File: src/verilog/tcu_pkg.sv
// constants for the timer capture and compare unit
package tcu_pkg;
   // register byte offsets
   localparam logic [7:0] OFF_CTRL    = 8'h00;
   localparam logic [7:0] OFF_COUNT   = 8'h04;
   localparam logic [7:0] OFF_CMPA    = 8'h08;
   localparam logic [7:0] OFF_CMPB    = 8'h0C;
   localparam logic [7:0] OFF_CAPTURE = 8'h10;
   localparam logic [7:0] OFF_STATUS  = 8'h14;
   localparam logic [7:0] OFF_MASK    = 8'h18;
   // control fields
   localparam int CTRL_WIDTH  = 0;
   localparam int CTRL_CAPEN  = 1;
   localparam int CTRL_FILT   = 2;
   localparam int CTRL_EDGE   = 3;
   localparam int CTRL_SRC_LO = 4;
   localparam int CTRL_BITS   = 6;
   // status and mask fields
   localparam int FLG_CAP  = 0;
   localparam int FLG_CMPA = 1;
   localparam int FLG_CMPB = 2;
   localparam int FLG_BITS = 3;
   // source select codes
   localparam logic [1:0] SRC_00 = 2'h0;
   localparam logic [1:0] SRC_01 = 2'h1;
   localparam logic [1:0] SRC_10 = 2'h2;
   // filter sample depth
   localparam int FILT_SAMPLES = 4;
   // reset values and bus answers
   localparam logic [5:0] CTRL_RESET = 6'h00;
   localparam logic [1:0] RESP_OKAY  = 2'h0;
   localparam logic [1:0] RESP_SLVERR = 2'h2;
endpackage : tcu_pkg

File: src/verilog/tcu_top.sv
// capture and compare unit with axi4-lite register slave
// Notes on behaviour
// - new capture overwrites unread capture value
// - capture flag cleared by writing one
// - instance zero sources: instant, accumulated conversion
// - instance one sources: pin, rx, tx
// - internal source capture also raises capture request
// - counter compared against both registers; a sets its flag only with capture off
// - compare flag set on following tick
// - 8-bit sets a or b; 16-bit only a
// - compare flags cleared by ack or one
// - counter write blocks match next tick
// - system clock only, tick is enable
// - capture copies count, sets flag same cycle
// - edge select zero falling, one rising
// - filter needs four equal samples
// - 16-bit capture uses a low, b high
`timescale 1ns/1ps
module tcu_top #(
   parameter bit TIMER_INST = 1'b0
) (
   // clock and reset
   input  wire logic        clk,
   input  wire logic        reset,
   // axi4-lite write
   input  wire logic [7:0]  s_axi_awaddr,
   input  wire logic        s_axi_awvalid,
   output logic             s_axi_awready,
   input  wire logic [31:0] s_axi_wdata,
   input  wire logic [3:0]  s_axi_wstrb,
   input  wire logic        s_axi_wvalid,
   output logic             s_axi_wready,
   output logic [1:0]       s_axi_bresp,
   output logic             s_axi_bvalid,
   input  wire logic        s_axi_bready,
   // axi4-lite read
   input  wire logic [7:0]  s_axi_araddr,
   input  wire logic        s_axi_arvalid,
   output logic             s_axi_arready,
   output logic [31:0]      s_axi_rdata,
   output logic [1:0]       s_axi_rresp,
   output logic             s_axi_rvalid,
   input  wire logic        s_axi_rready,
   // timer tick and capture sources
   input  wire logic        timer_tick,
   input  wire logic        instant_conv_done_event,
   input  wire logic        accum_conv_done_event,
   input  wire logic        capture_port_pin,
   input  wire logic        lin_rx_done_event,
   input  wire logic        lin_tx_done_event,
   // interrupt controller
   input  wire logic [2:0]  irq_ack,
   output logic             capture_irq,
   output logic             compare_a_irq,
   output logic             compare_b_irq,
   output logic             irq
);
   // core state
   logic [5:0]  ctrl, next_ctrl;
   logic [15:0] count_value, next_count_value;
   logic [7:0]  compare_reg_a, next_compare_reg_a, compare_reg_b, next_compare_reg_b;
   logic [2:0]  flags, next_flags, mask, next_mask;
   logic [3:0]  samp, next_samp, irqs, next_irqs;
   logic        block, next_block, filt, next_filt, src_q, next_src_q, prev, next_prev;
   // bus state
   logic        aw_hold, next_aw_hold, w_hold, next_w_hold, awready, next_awready;
   logic        wready, next_wready, bvalid, next_bvalid, arready, next_arready;
   logic        rvalid, next_rvalid;
   logic [7:0]  waddr, next_waddr;
   logic [31:0] wdata, next_wdata, rdata, next_rdata;
   logic [3:0]  wstrb, next_wstrb;
   logic [1:0]  bresp, next_bresp, rresp, next_rresp;
   // combinational helpers
   logic        do_write, src_raw, cap_in, cap_fire, width16;
   logic        match_a, match_b, en_a, en_b;
   logic [15:0] lane_mask;
   logic [2:0]  clr, set;

   assign width16   = ctrl[tcu_pkg::CTRL_WIDTH];
   assign do_write  = aw_hold && w_hold && !bvalid;
   assign lane_mask = {{8{wstrb[1]}}, {8{wstrb[0]}}};

   // source select per instance
   always_comb begin
      src_raw = 1'b0;
      if (TIMER_INST == 1'b0) begin
         unique case (ctrl[tcu_pkg::CTRL_SRC_LO +: 2])
            tcu_pkg::SRC_00: src_raw = instant_conv_done_event;
            tcu_pkg::SRC_01: src_raw = accum_conv_done_event;
            default:         src_raw = 1'b0;
         endcase
      end else begin
         unique case (ctrl[tcu_pkg::CTRL_SRC_LO +: 2])
            tcu_pkg::SRC_00: src_raw = capture_port_pin;
            tcu_pkg::SRC_01: src_raw = lin_rx_done_event;
            tcu_pkg::SRC_10: src_raw = lin_tx_done_event;
            default:         src_raw = 1'b0;
         endcase
      end
   end

   // filtered or direct input, edge detect
   assign cap_in   = ctrl[tcu_pkg::CTRL_FILT] ? filt : src_q;
   assign cap_fire = ctrl[tcu_pkg::CTRL_CAPEN] &&
                     (ctrl[tcu_pkg::CTRL_EDGE] ? (cap_in && !prev) : (!cap_in && prev));

   // comparators run every cycle
   assign match_a = width16 ? (count_value == {compare_reg_b, compare_reg_a})
                            : (count_value[7:0] == compare_reg_a);
   assign match_b = count_value[7:0] == compare_reg_b;
   assign en_a    = !ctrl[tcu_pkg::CTRL_CAPEN];
   assign en_b    = !width16;

   // core next state
   always_comb begin
      next_ctrl          = ctrl;
      next_count_value   = count_value;
      next_compare_reg_a = compare_reg_a;
      next_compare_reg_b = compare_reg_b;
      next_mask          = mask;
      next_block         = block;
      clr                = irq_ack;
      set                = 3'h0;
      next_samp          = {samp[2:0], src_raw};
      next_src_q         = src_raw;
      next_prev          = cap_in;
      next_filt          = (&samp) ? 1'b1 : ((~|samp) ? 1'b0 : filt);
      if (timer_tick) begin
         next_count_value = width16 ? count_value + 16'h0001
                                    : {8'h00, count_value[7:0] + 8'h01};
         set[tcu_pkg::FLG_CMPA] = match_a && en_a && !block;
         set[tcu_pkg::FLG_CMPB] = match_b && en_b && !block;
         next_block = 1'b0;
      end
      if (do_write) begin
         unique case (waddr)
            tcu_pkg::OFF_CTRL:
               if (wstrb[0]) begin
                  next_ctrl = wdata[5:0];
               end
            tcu_pkg::OFF_COUNT: begin
               next_count_value = (wdata[15:0] & lane_mask) | (count_value & ~lane_mask);
               if (!width16) begin
                  next_count_value[15:8] = 8'h00;
               end
               next_block = 1'b1;
            end
            tcu_pkg::OFF_CMPA:
               if (wstrb[0]) begin
                  next_compare_reg_a = wdata[7:0];
               end
            tcu_pkg::OFF_CMPB:
               if (wstrb[0]) begin
                  next_compare_reg_b = wdata[7:0];
               end
            tcu_pkg::OFF_STATUS:
               if (wstrb[0]) begin
                  clr = clr | wdata[2:0];
               end
            tcu_pkg::OFF_MASK:
               if (wstrb[0]) begin
                  next_mask = wdata[2:0];
               end
            default: ;
         endcase
      end
      if (cap_fire) begin
         next_compare_reg_a = count_value[7:0];
         if (width16) begin
            next_compare_reg_b = count_value[15:8];
         end
         set[tcu_pkg::FLG_CAP] = 1'b1;
      end
      next_flags = (flags & ~clr) | set;
      next_irqs  = {|(next_flags & next_mask), next_flags & next_mask};
   end

   always_ff @(posedge clk) begin
      if (reset) begin
         ctrl          <= tcu_pkg::CTRL_RESET;
         count_value   <= 16'h0000;
         compare_reg_a <= 8'h00;
         compare_reg_b <= 8'h00;
         flags         <= 3'h0;
         mask          <= 3'h0;
         block         <= 1'b0;
         samp          <= 4'h0;
         filt          <= 1'b0;
         src_q         <= 1'b0;
         prev          <= 1'b0;
         irqs          <= 4'h0;
      end else begin
         ctrl          <= next_ctrl;
         count_value   <= next_count_value;
         compare_reg_a <= next_compare_reg_a;
         compare_reg_b <= next_compare_reg_b;
         flags         <= next_flags;
         mask          <= next_mask;
         block         <= next_block;
         samp          <= next_samp;
         filt          <= next_filt;
         src_q         <= next_src_q;
         prev          <= next_prev;
         irqs          <= next_irqs;
      end
   end

   assign capture_irq   = irqs[tcu_pkg::FLG_CAP];
   assign compare_a_irq = irqs[tcu_pkg::FLG_CMPA];
   assign compare_b_irq = irqs[tcu_pkg::FLG_CMPB];
   assign irq           = irqs[3];

   // bus next state
   always_comb begin
      next_aw_hold = aw_hold;
      next_w_hold  = w_hold;
      next_waddr   = waddr;
      next_wdata   = wdata;
      next_wstrb   = wstrb;
      next_bvalid  = bvalid;
      next_bresp   = bresp;
      next_rvalid  = rvalid;
      next_rresp   = rresp;
      next_rdata   = rdata;
      if (s_axi_awvalid && awready) begin
         next_aw_hold = 1'b1;
         next_waddr   = s_axi_awaddr;
      end
      if (s_axi_wvalid && wready) begin
         next_w_hold = 1'b1;
         next_wdata  = s_axi_wdata;
         next_wstrb  = s_axi_wstrb;
      end
      if (do_write) begin
         next_aw_hold = 1'b0;
         next_w_hold  = 1'b0;
         next_bvalid  = 1'b1;
         next_bresp   = (waddr == tcu_pkg::OFF_CAPTURE || waddr > tcu_pkg::OFF_MASK ||
                         waddr[1:0] != 2'h0) ? tcu_pkg::RESP_SLVERR : tcu_pkg::RESP_OKAY;
      end else if (bvalid && s_axi_bready) begin
         next_bvalid = 1'b0;
      end
      if (rvalid && s_axi_rready) begin
         next_rvalid = 1'b0;
      end
      if (s_axi_arvalid && arready) begin
         next_rvalid = 1'b1;
         next_rresp  = tcu_pkg::RESP_OKAY;
         next_rdata  = 32'h0000_0000;
         unique case (s_axi_araddr)
            tcu_pkg::OFF_CTRL:    next_rdata[5:0]  = ctrl;
            tcu_pkg::OFF_COUNT:   next_rdata[15:0] = count_value;
            tcu_pkg::OFF_CMPA:    next_rdata[7:0]  = compare_reg_a;
            tcu_pkg::OFF_CMPB:    next_rdata[7:0]  = compare_reg_b;
            tcu_pkg::OFF_CAPTURE: next_rdata[15:0] = width16 ? {compare_reg_b, compare_reg_a}
                                                             : {8'h00, compare_reg_a};
            tcu_pkg::OFF_STATUS:  next_rdata[2:0]  = flags;
            tcu_pkg::OFF_MASK:    next_rdata[2:0]  = mask;
            default:              next_rresp       = tcu_pkg::RESP_SLVERR;
         endcase
      end
      next_awready = !next_aw_hold && !next_bvalid;
      next_wready  = !next_w_hold && !next_bvalid;
      next_arready = !next_rvalid;
   end

   always_ff @(posedge clk) begin
      if (reset) begin
         aw_hold <= 1'b0;
         w_hold  <= 1'b0;
         waddr   <= 8'h00;
         wdata   <= 32'h0000_0000;
         wstrb   <= 4'h0;
         awready <= 1'b0;
         wready  <= 1'b0;
         bvalid  <= 1'b0;
         bresp   <= tcu_pkg::RESP_OKAY;
         arready <= 1'b0;
         rvalid  <= 1'b0;
         rresp   <= tcu_pkg::RESP_OKAY;
         rdata   <= 32'h0000_0000;
      end else begin
         aw_hold <= next_aw_hold;
         w_hold  <= next_w_hold;
         waddr   <= next_waddr;
         wdata   <= next_wdata;
         wstrb   <= next_wstrb;
         awready <= next_awready;
         wready  <= next_wready;
         bvalid  <= next_bvalid;
         bresp   <= next_bresp;
         arready <= next_arready;
         rvalid  <= next_rvalid;
         rresp   <= next_rresp;
         rdata   <= next_rdata;
      end
   end

   assign s_axi_awready = awready;
   assign s_axi_wready  = wready;
   assign s_axi_bvalid  = bvalid;
   assign s_axi_bresp   = bresp;
   assign s_axi_arready = arready;
   assign s_axi_rvalid  = rvalid;
   assign s_axi_rresp   = rresp;
   assign s_axi_rdata   = rdata;
endmodule : tcu_top
File: config.mk
export PLATFORM = sky130hd
export DESIGN_NAME = tcu_top
export DESIGN_NICKNAME = d
export VERILOG_FILES = /design/src/verilog/tcu_pkg.sv /design/src/verilog/tcu_top.sv
export SDC_FILE = /design/constraint.sdc
export NUM_CORES = 1
export LEC_CHECK = 0
export ABC_CLOCK_PERIOD_IN_PS = 1800
export BUFFER_PORTS_ARGS = -buffer_cell sky130_fd_sc_hd__buf_2
export CORE_UTILIZATION = 50
export CTS_CLUSTER_DIAMETER = 30
export DETAILED_ROUTE_END_ITERATION = 8
export HOLD_SLACK_MARGIN = 0.15
export PLACE_DENSITY = 0.88
export SETUP_SLACK_MARGIN = 0.3
export SYNTH_ARGS = -nofsm -noshare
export SYNTH_HDL_FRONTEND = slang
export SYNTH_SLANG_ARGS = --single-unit
File: constraint.sdc
create_clock -name clk -period 1.8 [get_ports clk]
set_input_delay 0.36 -clock clk [delete_from_list [all_inputs] [get_ports clk]]
set_output_delay 0.36 -clock clk [all_outputs]
set_load 0.01 [all_outputs]
==> results of run 1 <==
-- report_power, final --
part           internal, mW  total (mW)  switching (mW)  leakage [nW]
logic                 0.236       0.543           0.307          1.80
registers              2.41        2.48          0.0725         0.872
clock network         0.561        1.43           0.866        0.0991
-- through the flow --
stage	cells	setup WS, ns
finish	904	-0.0936
global route	904	-0.146
CTS	898	0.0410
detailed placement	862	-0.125
global placement	862	0.0514
floorplan	672	0.0773
-- registers in the layout, indices dropped and copies added (netlist names), 2 cells and up, named ones only --
register       cells
s_axi_rdata       16
wdata             16
compare_reg_a      8
compare_reg_b      8
count_value        8
waddr              8
ctrl               6
irqs               4
samp               4
flags              3
mask               3
wstrb              2
-- final cells by class --
class | count | area, um^2 | share of cell area, %
repair buffers | 145 | 977 | 14.3
multi-input cells | 493 | 3300 | 48.4
well taps | 136 | 170 | 2.49
flip-flops and latches | 106 | 2160 | 31.6
inverters | 8 | 30.0 | 0.440
clock buffers | 10 | 138 | 2.02
clock inverters | 6 | 48.8 | 0.715
-- logic make-up after synthesis --
kind of cell | Yosys count
mux | 34
compound gates | 115
fa+ha+maj | 1
flops | 106
simple gates | 294
xor+xnor | 30
other cells | 1
buf+inv | 74
-- layer usage --
layer  global-route usage (%)  routed length [um]  vias up
met5                        0                   0        -
met4                     13.1                 432        0
met3                     4.33                1230       40
met2                     44.0                7190      292
met1                     35.1                6360     2517
li1                         -                   -     2512
-- timing repair --
| item | in CTS | in global routing |
|---|---|---|
| gates resized for setup | 37 | 45 |
| gates cloned | 1 | 0 |
| setup buffers | 19 | 6 |
| setup endpoints to repair | 54 | 48 |
| pin swaps | 19 | 26 |
-- cells in the final DEF, fill, tap and decap left out, types with 5 or more instances in the layout --
cell type and count:
xnor2_1 23, nor2_1 69, dfxtp_2 16, nand3b_1 5
a221oi_2 10, nor2_2 6, nand2_1 82, xor2_1 7
mux2i_1 29, conb_1 18, nand3_1 16, a31oi_1 5
buf_2 73, nor3_1 25, nor2_4 5, dfxtp_1 86
buf_4 60, a211oi_1 9, nor2b_1 8, a311oi_1 5
o21ai_0 8, nand4_1 21, a21oi_1 39, o21ai_1 6
inv_1 7, nor4_1 7, buf_6 9, clkbuf_8 10
nand2b_1 10
-- worst reg2reg max path, stage by stage (launching register included) --
cell      delay (ns)
dfxtp_2         0.35
nor4b_4         0.26
buf_4           0.19
and4b_2         0.30
nand3_4         0.18
mux2i_1         0.19
a211oi_1        0.31
-- worst max-delay path by stage --
stage | start | to | slack (ns) | cells after the start
2_1_floorplan | s_axi_bvalid | compare_reg_a[6] | 0.08 | 6
3_3_place_gp | waddr[0] | irqs[3] | 0.05 | 5
3_5_place_dp | s_axi_araddr[3] | s_axi_rdata[14] | -0.12 | 6
4_1_cts | waddr[1] | compare_reg_b[3] | 0.04 | 6
5_1_grt | s_axi_bvalid | compare_reg_b[1] | -0.15 | 6
6_report | waddr[7] | compare_reg_b[1] | -0.09 | 6
==> impl_results.md, run 1 <==
* Status: finished with violations
* Failing checks: negative setup slack
* Register-to-Register Path Depth at 6
* CP Cell Sequence: nor4b_4 > buf_4 > and4b_2 > nand3_4 > mux2i_1 > a211oi_1
* Port Buffers at 73
* Post-synthesis mux area share at between 6 and 7%
* Largest net degree at the start of global routing at 50
* Fin area at roughly 6800 um^2
* Yosys reg bits at ~110
* Xor and xnor area share after synthesis at a little under 5%
* CTS sink cnt at roughly 110
* Crit path kind: flip-flop to flip-flop
* Core area at just over 10000 um^2
* Initial Util at between 50% and 60%
* Synth area leader: dfxtp_1
* Worst Hold Launch: s_axi_wdata[12]
* # IOs at roughly 110
* Final core utilization at 65.8%
* Fraction of the mapped netlist area in adder cells at less than 1%
* CTS clk-pin slew, worst paths at 0.11 ns
* Slew @ Worst Pin at about 0.65 ns
* Worst hold path stage count at 3
* Post-route ant nets at 0
* WP buf/inv at 1
* Total number of vias at approximately 5400
* Dpl cell area at around 6100 um^2
* Slowest cell on the critical path: dfxtp_2
* Total Wirelength at 15200 um
* Final period util at 105%
* CP Launch Type: flip-flop
* Dpl hpwl at 10300 um
* Total gr overflow at 0
* RSZ-0062 raised after global routing: true
* Worst hold margin at approximately 0.21 ns
* Setup TNS at -0.0936 ns
* Worst Path Required at 2.06 ns
* DRT iter0 DRCs at around 330
* Max stage delay on crit path at roughly 0.35 ns
* Post-synth top flop: dfxtp_1
* Worst min-delay path category: input port to flip-flop
* Top delay family on crit path: simple AND/OR/NAND/NOR gates
* Reg-to-reg endpoint: compare_reg_b[1]
* Compound-Gate Fraction of Synth Area at between 10 and 15%
* CTS Buf Count at 9
* Final setup fails at 1
* Crit. End Element: flip-flop
* RD Place Congestion at between 0.8 and 0.9
* Top cells by area, synth: dfxtp_1 (40%), mux2i_1 (6.0%), nand2_1 (5.9%)
* Htree depth at 3
* R2R Path Start: waddr[7]
* Max Freq at between 500 and 600 MHz
* Count leader, synth: dfxtp_1
* Combinational family with the most area after synthesis: simple AND/OR/NAND/NOR gates
* Flop-to-flop setup slack at -0.09 ns
* Synthesis Warnings at 0
* Antenna violations before repair at 0
* Design Power at between 4 and 5 mW
* Final WS setup at -0.0936 ns
* Asr flop ratio synth at 0%
* DR vias/cell at around 6
* # nets final at about 830
* Mapped Area at between 5000 and 6000 um^2
* Critical path arrival at 2.16 ns
* Max cap viols at 0
* Hold buffer count at CTS at 0
* CTS tree: done
* Hold endpoint: wdata[12]
* Tot GR Track Use at a little over a quarter
* Worst skew pair latency at 0.37 ns
* # fillers at around 840
* Syn_area_per_cell at slightly above 8 um^2
* Seq/Total Area, Yosys at between 30% and 40%
* Mapped Cells at 655
* Rel. slew slack at between 50% and 60%
* Pre-antenna DRT Iters at 6
* Synth cell count leaders: dfxtp_1 (106), nand2_1 (84), nor2_1 (78)
* Die width at between 100 and 150 um
* Root Buffer: clkbuf_8
* Cell Pwr Density at around 650 nW/um^2
* Worst Skew at between 0.009 and 0.01 ns
* Share of cells above drive strength 1 at between 30% and 40%
* Fin. max-slew vios at 0
* First-pass GRT wire length at roughly 24000 um
* Site row count at 37
* Die ar. at between 10000 and 15000 um^2
* Hold Violations, Final at 0
* Distinct cells, synth at between 50 and 60
* Avg WL per Cell at ~17 um
* N_diodes at 0
* Post-synth EDFFs at 0
* Die Height at roughly 110 um
* DRC Markers at 0
* Simple-gate share of the synthesized area at 27.4%
* Vias in the first global route at 5101
* Final Critical Period at 1.89 ns
* Syn-to-layout area delta at 27.3%
* CTS Buffer Depth at 2
* Leakage at between 2 and 3 nW
* Worst-path fanout max at 8
* Area share of the largest cell type after synthesis at between 30% and 40%
* Max IR drop VDD at 0.481 mV
No activity file was read; power rests on OpenSTA's default activity.
==> run 2, diff against run 1 <==
- BUFFER_PORTS_ARGS: -buffer_cell sky130_fd_sc_hd__buf_2 -> -buffer_cell sky130_fd_sc_hd__buf_4
- GPL_TIMING_DRIVEN: default -> 0
==> impl_results.md, run 2 (synthesis gave the netlist of run 1 again) <==
* Status: finished with violations
* Failing checks: negative setup slack
* Hold Violations, Final at 0
* Switching share of total power at a little over a quarter
* Register share of total power at between 50% and 60%
* Total gr overflow at 0
* DR vias/cell at between 6 and 7
* Cell Pwr Density at roughly 610 nW/um^2
* CP Launch Type: flip-flop
* Final non-filler cell total at between 900 and 1000
* Gate power share at between 10% and 20%
* RSZ-0062 raised after global routing: true
* Most frequent cells in the layout: buf_4 (120), dfxtp_1 (87), nand2_1 (79), nor2_1 (56), a21oi_1 (37)
* Fin area at around 7800 um^2
* Share of cells above drive strength 1 at between 30 and 40%
* First-pass GRT wire length at roughly 26000 um
* Root Buffer: clkbuf_8
* Internal Pwr Total at roughly 3.5 mW
* Die ar. at ~11000 um^2
* # nets final at ~880
* Worst hold margin at 0.210 ns
* Core area at approximately 10000 um^2
* CTS clk-pin slew, worst paths at roughly 0.1 ns
* Die width at ~110 um
* Die Height at 106 um
* Setup TNS at -0.427 ns
* Htree depth at 3
* Slew @ Worst Pin at just over 0.8 ns
* Max Freq at around 530 MHz
* Worst min-delay path category: input port to flip-flop
* Place WS at -0.215 ns
* Pre-antenna DRT Iters at 5
* Rel. slew slack at between 40% and 50%
* Antenna violations before repair at 0
* Tot GR Track Use at between 30% and 40%
* CTS sink cnt at roughly 110
* Leakage at 3.12 nW
* Port Buffers at between 70 and 80
* CTS Buf Count at 9
* Worst Skew at between 0.01 and 0.015 ns
* Critical path arrival at around 2.2 ns
* Inst Count DP at 879
* Crit. End Element: flip-flop
* Dpl hpwl at roughly 11000 um
* Avg WL per Cell at between 20 and 25 um
* Final WS setup at -0.0870 ns
* Syn-to-layout area delta at 45.6%
* Dpl cell area at 6300 um^2
* Final period util at 105%
* Site row count at 37
* Total Wirelength at approximately 19000 um
* # IOs at 113
* Hold buffer count at CTS at 0
* N_diodes at 0
* RD Place Congestion at 0.882
* Max IR drop VDD at around 0.42 mV
* CTS tree: done
* Max cap viols at 0
* Total number of vias at slightly below 6000
* Post-route ant nets at 0
* Initial Util at between 50% and 60%
* Commonest non-fill, non-tap cell in the layout: buf_4
* DRC Markers at 0
* Fin. max-slew vios at 0
* Worst-path fanout max at 8
* Vias in the first global route at between 5000 and 6000
* Crit path kind: flip-flop to flip-flop
* Worst Path Required at between 2 and 2.5 ns
* Final Critical Period at roughly 1.9 ns
* CTS Buffer Depth at 2
* Design Power at 4.77 mW
* Sw power at approximately 1.3 mW
* Final setup fails at 18
* Clock power share at 33.8%
* Worst skew pair latency at slightly below 0.4 ns
* Largest net degree at the start of global routing at 17
* Final core utilization at 75.2%
* DRT iter0 DRCs at 595
## run 2: area by class of cell
| type | count | area (um^2) |
|---|---|---|
| plain buffers | 66 | 522 |
| fillers | 674 | 2570 |
| clock inverters | 3 | 46.3 |
| clock buffers | 12 | 166 |
| multi-input cells | 492 | 3630 |
| repair buffers | 124 | 1080 |
| inverters | 8 | 30.0 |
| well taps | 136 | 170 |
| flip-flops and latches | 106 | 2160 |
## run 2: critical path: stages, from the launching register on
cell	delay, ns
dfxtp_1	0.34
buf_4	0.18
nor3b_4	0.30
nand4_1	0.37
or2_2	0.42
a21oi_1	0.20
## run 2: final timing paths
path	startpoint	to	slack, ns	depth (start not counted)
setup reg to reg	waddr[3]	count_value[15]	-0.09	5
hold reg to reg	wdata[15]	wdata[15]	0.47	2
hold / removal	s_axi_awaddr[5]	waddr[5]	0.21	3
setup / recovery	waddr[3]	count_value[15]	-0.09	5
## run 2: power groups by stage
stage / registers [mW] / clock network [mW] / logic (mW)
after floorplan: 2.53 / 0 / 0.322
after global placement: 2.53 / 0 / 0.524
after detailed placement: 2.53 / 0 / 0.540
after CTS: 2.49 / 1.58 / 0.588
after global routing: 2.50 / 1.68 / 0.709
final: 2.50 / 1.61 / 0.662
## run 2: layer usage
layer / GRT usage [%] / routed length, um
met5: 0 / 0
met1: 37.5 / 7220
met4: 15.7 / 1120
met2: 50.5 / 8980
met3: 4.08 / 1900
## run 2: what timing repair did
action	in CTS	in global routing
gates resized for setup	89	128
buffers inserted	35	15
setup endpoints to repair	59	65
pin swaps	29	44
cloned	3	0
==> run 3, diff against run 2 <==
- ABC_AREA: default -> 1
- CAP_MARGIN: default -> 25
- PLACE_DENSITY: 0.88 -> 0.87
==> impl_results.md, run 3 <==
* Total number of vias at between 6000 and 7000
* WP buf/inv at 2
* Worst hold path stage count at 3
* Place WS at 0.0867 ns
* CTS Buf Count at 9
* Register share of total power at between 40% and 50%
* Max stage delay on crit path at 0.40 ns
* Synth area leader: dfxtp_1
* Cell Pwr Density at 726 nW/um^2
* R2R Path Start: waddr[1]
* CTS Buffer Depth at 2
* Slew @ Worst Pin at between 0.7 and 0.8 ns
* Fin. max-slew vios at 0
* Leakage at roughly 3.2 nW
* Final WS setup at between 0.2 and 0.3 ns
* CTS clk-pin slew, worst paths at approximately 0.080 ns
* Hold buffer count at CTS at 0
* # nets final at roughly 1000
* Most frequent cells in the layout: nand2_1 (169), buf_4 (106), dfxtp_1 (95), nor2_1 (85), inv_1 (79)
* Clock power share at about two fifths
* Yosys reg bits at about 110
* Post-synth EDFFs at 0
* Worst Path Required at between 2 and 2.5 ns
* Asr flop ratio synth at 0%
* Final Critical Period at ~1.5 ns
* Dpl hpwl at about 12000 um
* Avg WL per Cell at between 15 and 20 um
* Total Wirelength at 18000 um
* RSZ-0062 raised after global routing: true
* Die Height at roughly 110 um
* Rel. slew slack at around half
* Port Buffers at 72
* Slowest cell on the critical path: nor3_1
* Mapped Cells at between 800 and 900
* Fin area at around 7300 um^2
* Dpl cell area at between 6000 and 7000 um^2
* Register-to-Register Path Depth at 7
* Design Power at between 5 and 6 mW
* Synthesis Warnings at 0
* Antenna violations before repair at 0
* Worst skew pair latency at 0.37 ns
* Site row count at 38
* Max Freq at approximately 650 MHz
* # IOs at 113
* Worst Hold Launch: s_axi_wstrb[1]
* Hold endpoint: wstrb[1]
* Top cells by area, synth: dfxtp_1 (37%), nand2_1 (12%), nor2_1 (6.1%)
* Largest net degree at the start of global routing at 20
* CP Cell Sequence: inv_1 > nand2_1 > nor3_1 > nand2_4 > clkinv_4 > o21ai_1 > a21oi_1
* DRT iter0 DRCs at a little under 800
* Root Buffer: clkbuf_16
* Worst Skew at 0.0123 ns
* Pre-antenna DRT Iters at 6
* Max cap viols at 0
* Syn-to-layout area delta at 27.6%
* Flop-to-flop setup slack at between 0.2 and 0.3 ns
* Crit path kind: flip-flop to flip-flop
* Max IR drop VDD at approximately 0.91 mV
* Distinct cells, synth at 40
* Post-synth top flop: dfxtp_1
* Switching share of total power at between 20 and 30%
* Die ar. at 11800 um^2
* CTS tree: done
* Setup TNS at 0 ns
* CP Launch Type: flip-flop
* Critical path arrival at 1.84 ns
* CTS sink cnt at around 110
* Final setup fails at 0
* Gate power share at 12.5%
* Initial Util at between 50% and 60%
* Crit. End Element: flip-flop
* Seq/Total Area, Yosys at around 37%
* Core area at 11000 um^2
* RD Place Congestion at approximately 0.94
* Count leader, synth: nand2_1
* Synth cell count leaders: nand2_1 (177), dfxtp_1 (106), nor2_1 (93)
* Syn_area_per_cell at between 6 and 7 um^2
* # fillers at about 900
* Share of cells above drive strength 1 at between 20% and 30%
* Die width at 109 um
* Mapped Area at 5700 um^2
* Hold Violations, Final at 0
* First-pass GRT wire length at 27300 um
* Internal Pwr Total at approximately 3.8 mW
* Commonest non-fill, non-tap cell in the layout: nand2_1
* Reg-to-reg endpoint: ctrl[2]
* DRC Markers at 0
* Sw power at around 1.5 mW
* Status: completed
* Final period util at between 80% and 90%
* N_diodes at 0
* Htree depth at 3
* Tot GR Track Use at about 30%
* Worst-path fanout max at 6
* Post-route ant nets at 0
* Vias in the first global route at 5556
* Worst min-delay path category: input port to flip-flop
* Worst hold margin at about 0.25 ns
* DR vias/cell at ~5.7
* Top delay family on crit path: simple AND/OR/NAND/NOR gates
* Area share of the largest cell type after synthesis at a little under two fifths
* Total gr overflow at 0
[run 3: changes by cell type in the layout (fill, tap and decap cells not counted), sizes merged, moves of 25 or more]
cell / before / now
nand2: 84 / 184
buf: 162 / 119
nor2: 80 / 105
mux2i: 32 / 0
o21ai: 14 / 89
inv: 8 / 100
nand3: 18 / 67
[run 3: cell type report]
type / count / area, um^2 / share of cell area, %
Sequential cell: 106 / 2140 / 29.4
Tap cell: 140 / 175 / 2.41
Buffer: 56 / 380 / 5.23
Clock inverter: 7 / 83.8 / 1.15
Clock buffer: 9 / 225 / 3.10
Timing Repair Buffer: 85 / 669 / 9.21
Multi-Input combinational cell: 601 / 3230 / 44.4
Inverter: 97 / 372 / 5.11
[run 3: worst max-delay path by stage]
stage / from / endpoint / slack (ns) / depth (start not counted)
6_report: waddr[1] / ctrl[2] / 0.25 / 7
5_1_grt: waddr[7] / ctrl[2] / 0.19 / 8
4_1_cts: waddr[4] / irqs[3] / 0.27 / 9
3_5_place_dp: reset / s_axi_bresp[1] / 0.09 / 6
3_3_place_gp: reset / s_axi_bresp[1] / 0.08 / 6
2_1_floorplan: s_axi_araddr[7] / s_axi_rdata[9] / 0.47 / 8
[run 3: timing repair]
item | CTS | global route
gates resized for setup | 19 | 98
setup endpoints to repair | 38 | 52
cloned | 1 | 3
setup buffers | 3 | 8
endpoints found under the hold margin | 0 | 0
pin swaps | 2 | 23
[run 3: cell families (layout without fill, tap and decap cells)]
logic type / after synthesis / count (layout) / share of synthesized area [%]
compound gates: 173 / 174 / 16.4
flops: 106 / 106 / 37.3
simple gates: 390 / 391 / 31.3
xor+xnor: 17 / 17 / 2.61
fa+ha+maj: 1 / 1 / 0.220
other cells: 1 / 18 / 0.0658
buf+inv: 153 / 254 / 12.2
[run 3: layer usage]
metal  wire, um  track usage [%]
met5          0                0
met4        707             13.4
met1       7090             39.2
met2       8180             47.4
met3       2000             6.81
[run 3: power groups by stage]
stage / combinational (mW) / clock [mW] / sequential (mW)
final: 0.660 / 2.11 / 2.50
after global routing: 0.720 / 2.20 / 2.51
after CTS: 0.588 / 2.10 / 2.49
after detailed placement: 0.571 / 0 / 2.54
after global placement: 0.562 / 0 / 2.54
after floorplan: 0.341 / 0 / 2.53
[run 3: stage by stage]
stage | cells | util, %
finish | 1101 | 66.2
global route | 1101 | 66.2
CTS | 1090 | 62.6
detailed placement | 1070 | 59.0
global placement | 1070 | 59.0
floorplan | 858 | -
[run 3: worst min-delay path: cells and delay by family]
family | cells | cell delay (ns)
buffers and inverters | 1 | 0.08
AO/OA/AOI/OAI | 1 | 0.07
AND/OR/NAND/NOR | 1 | 0.07
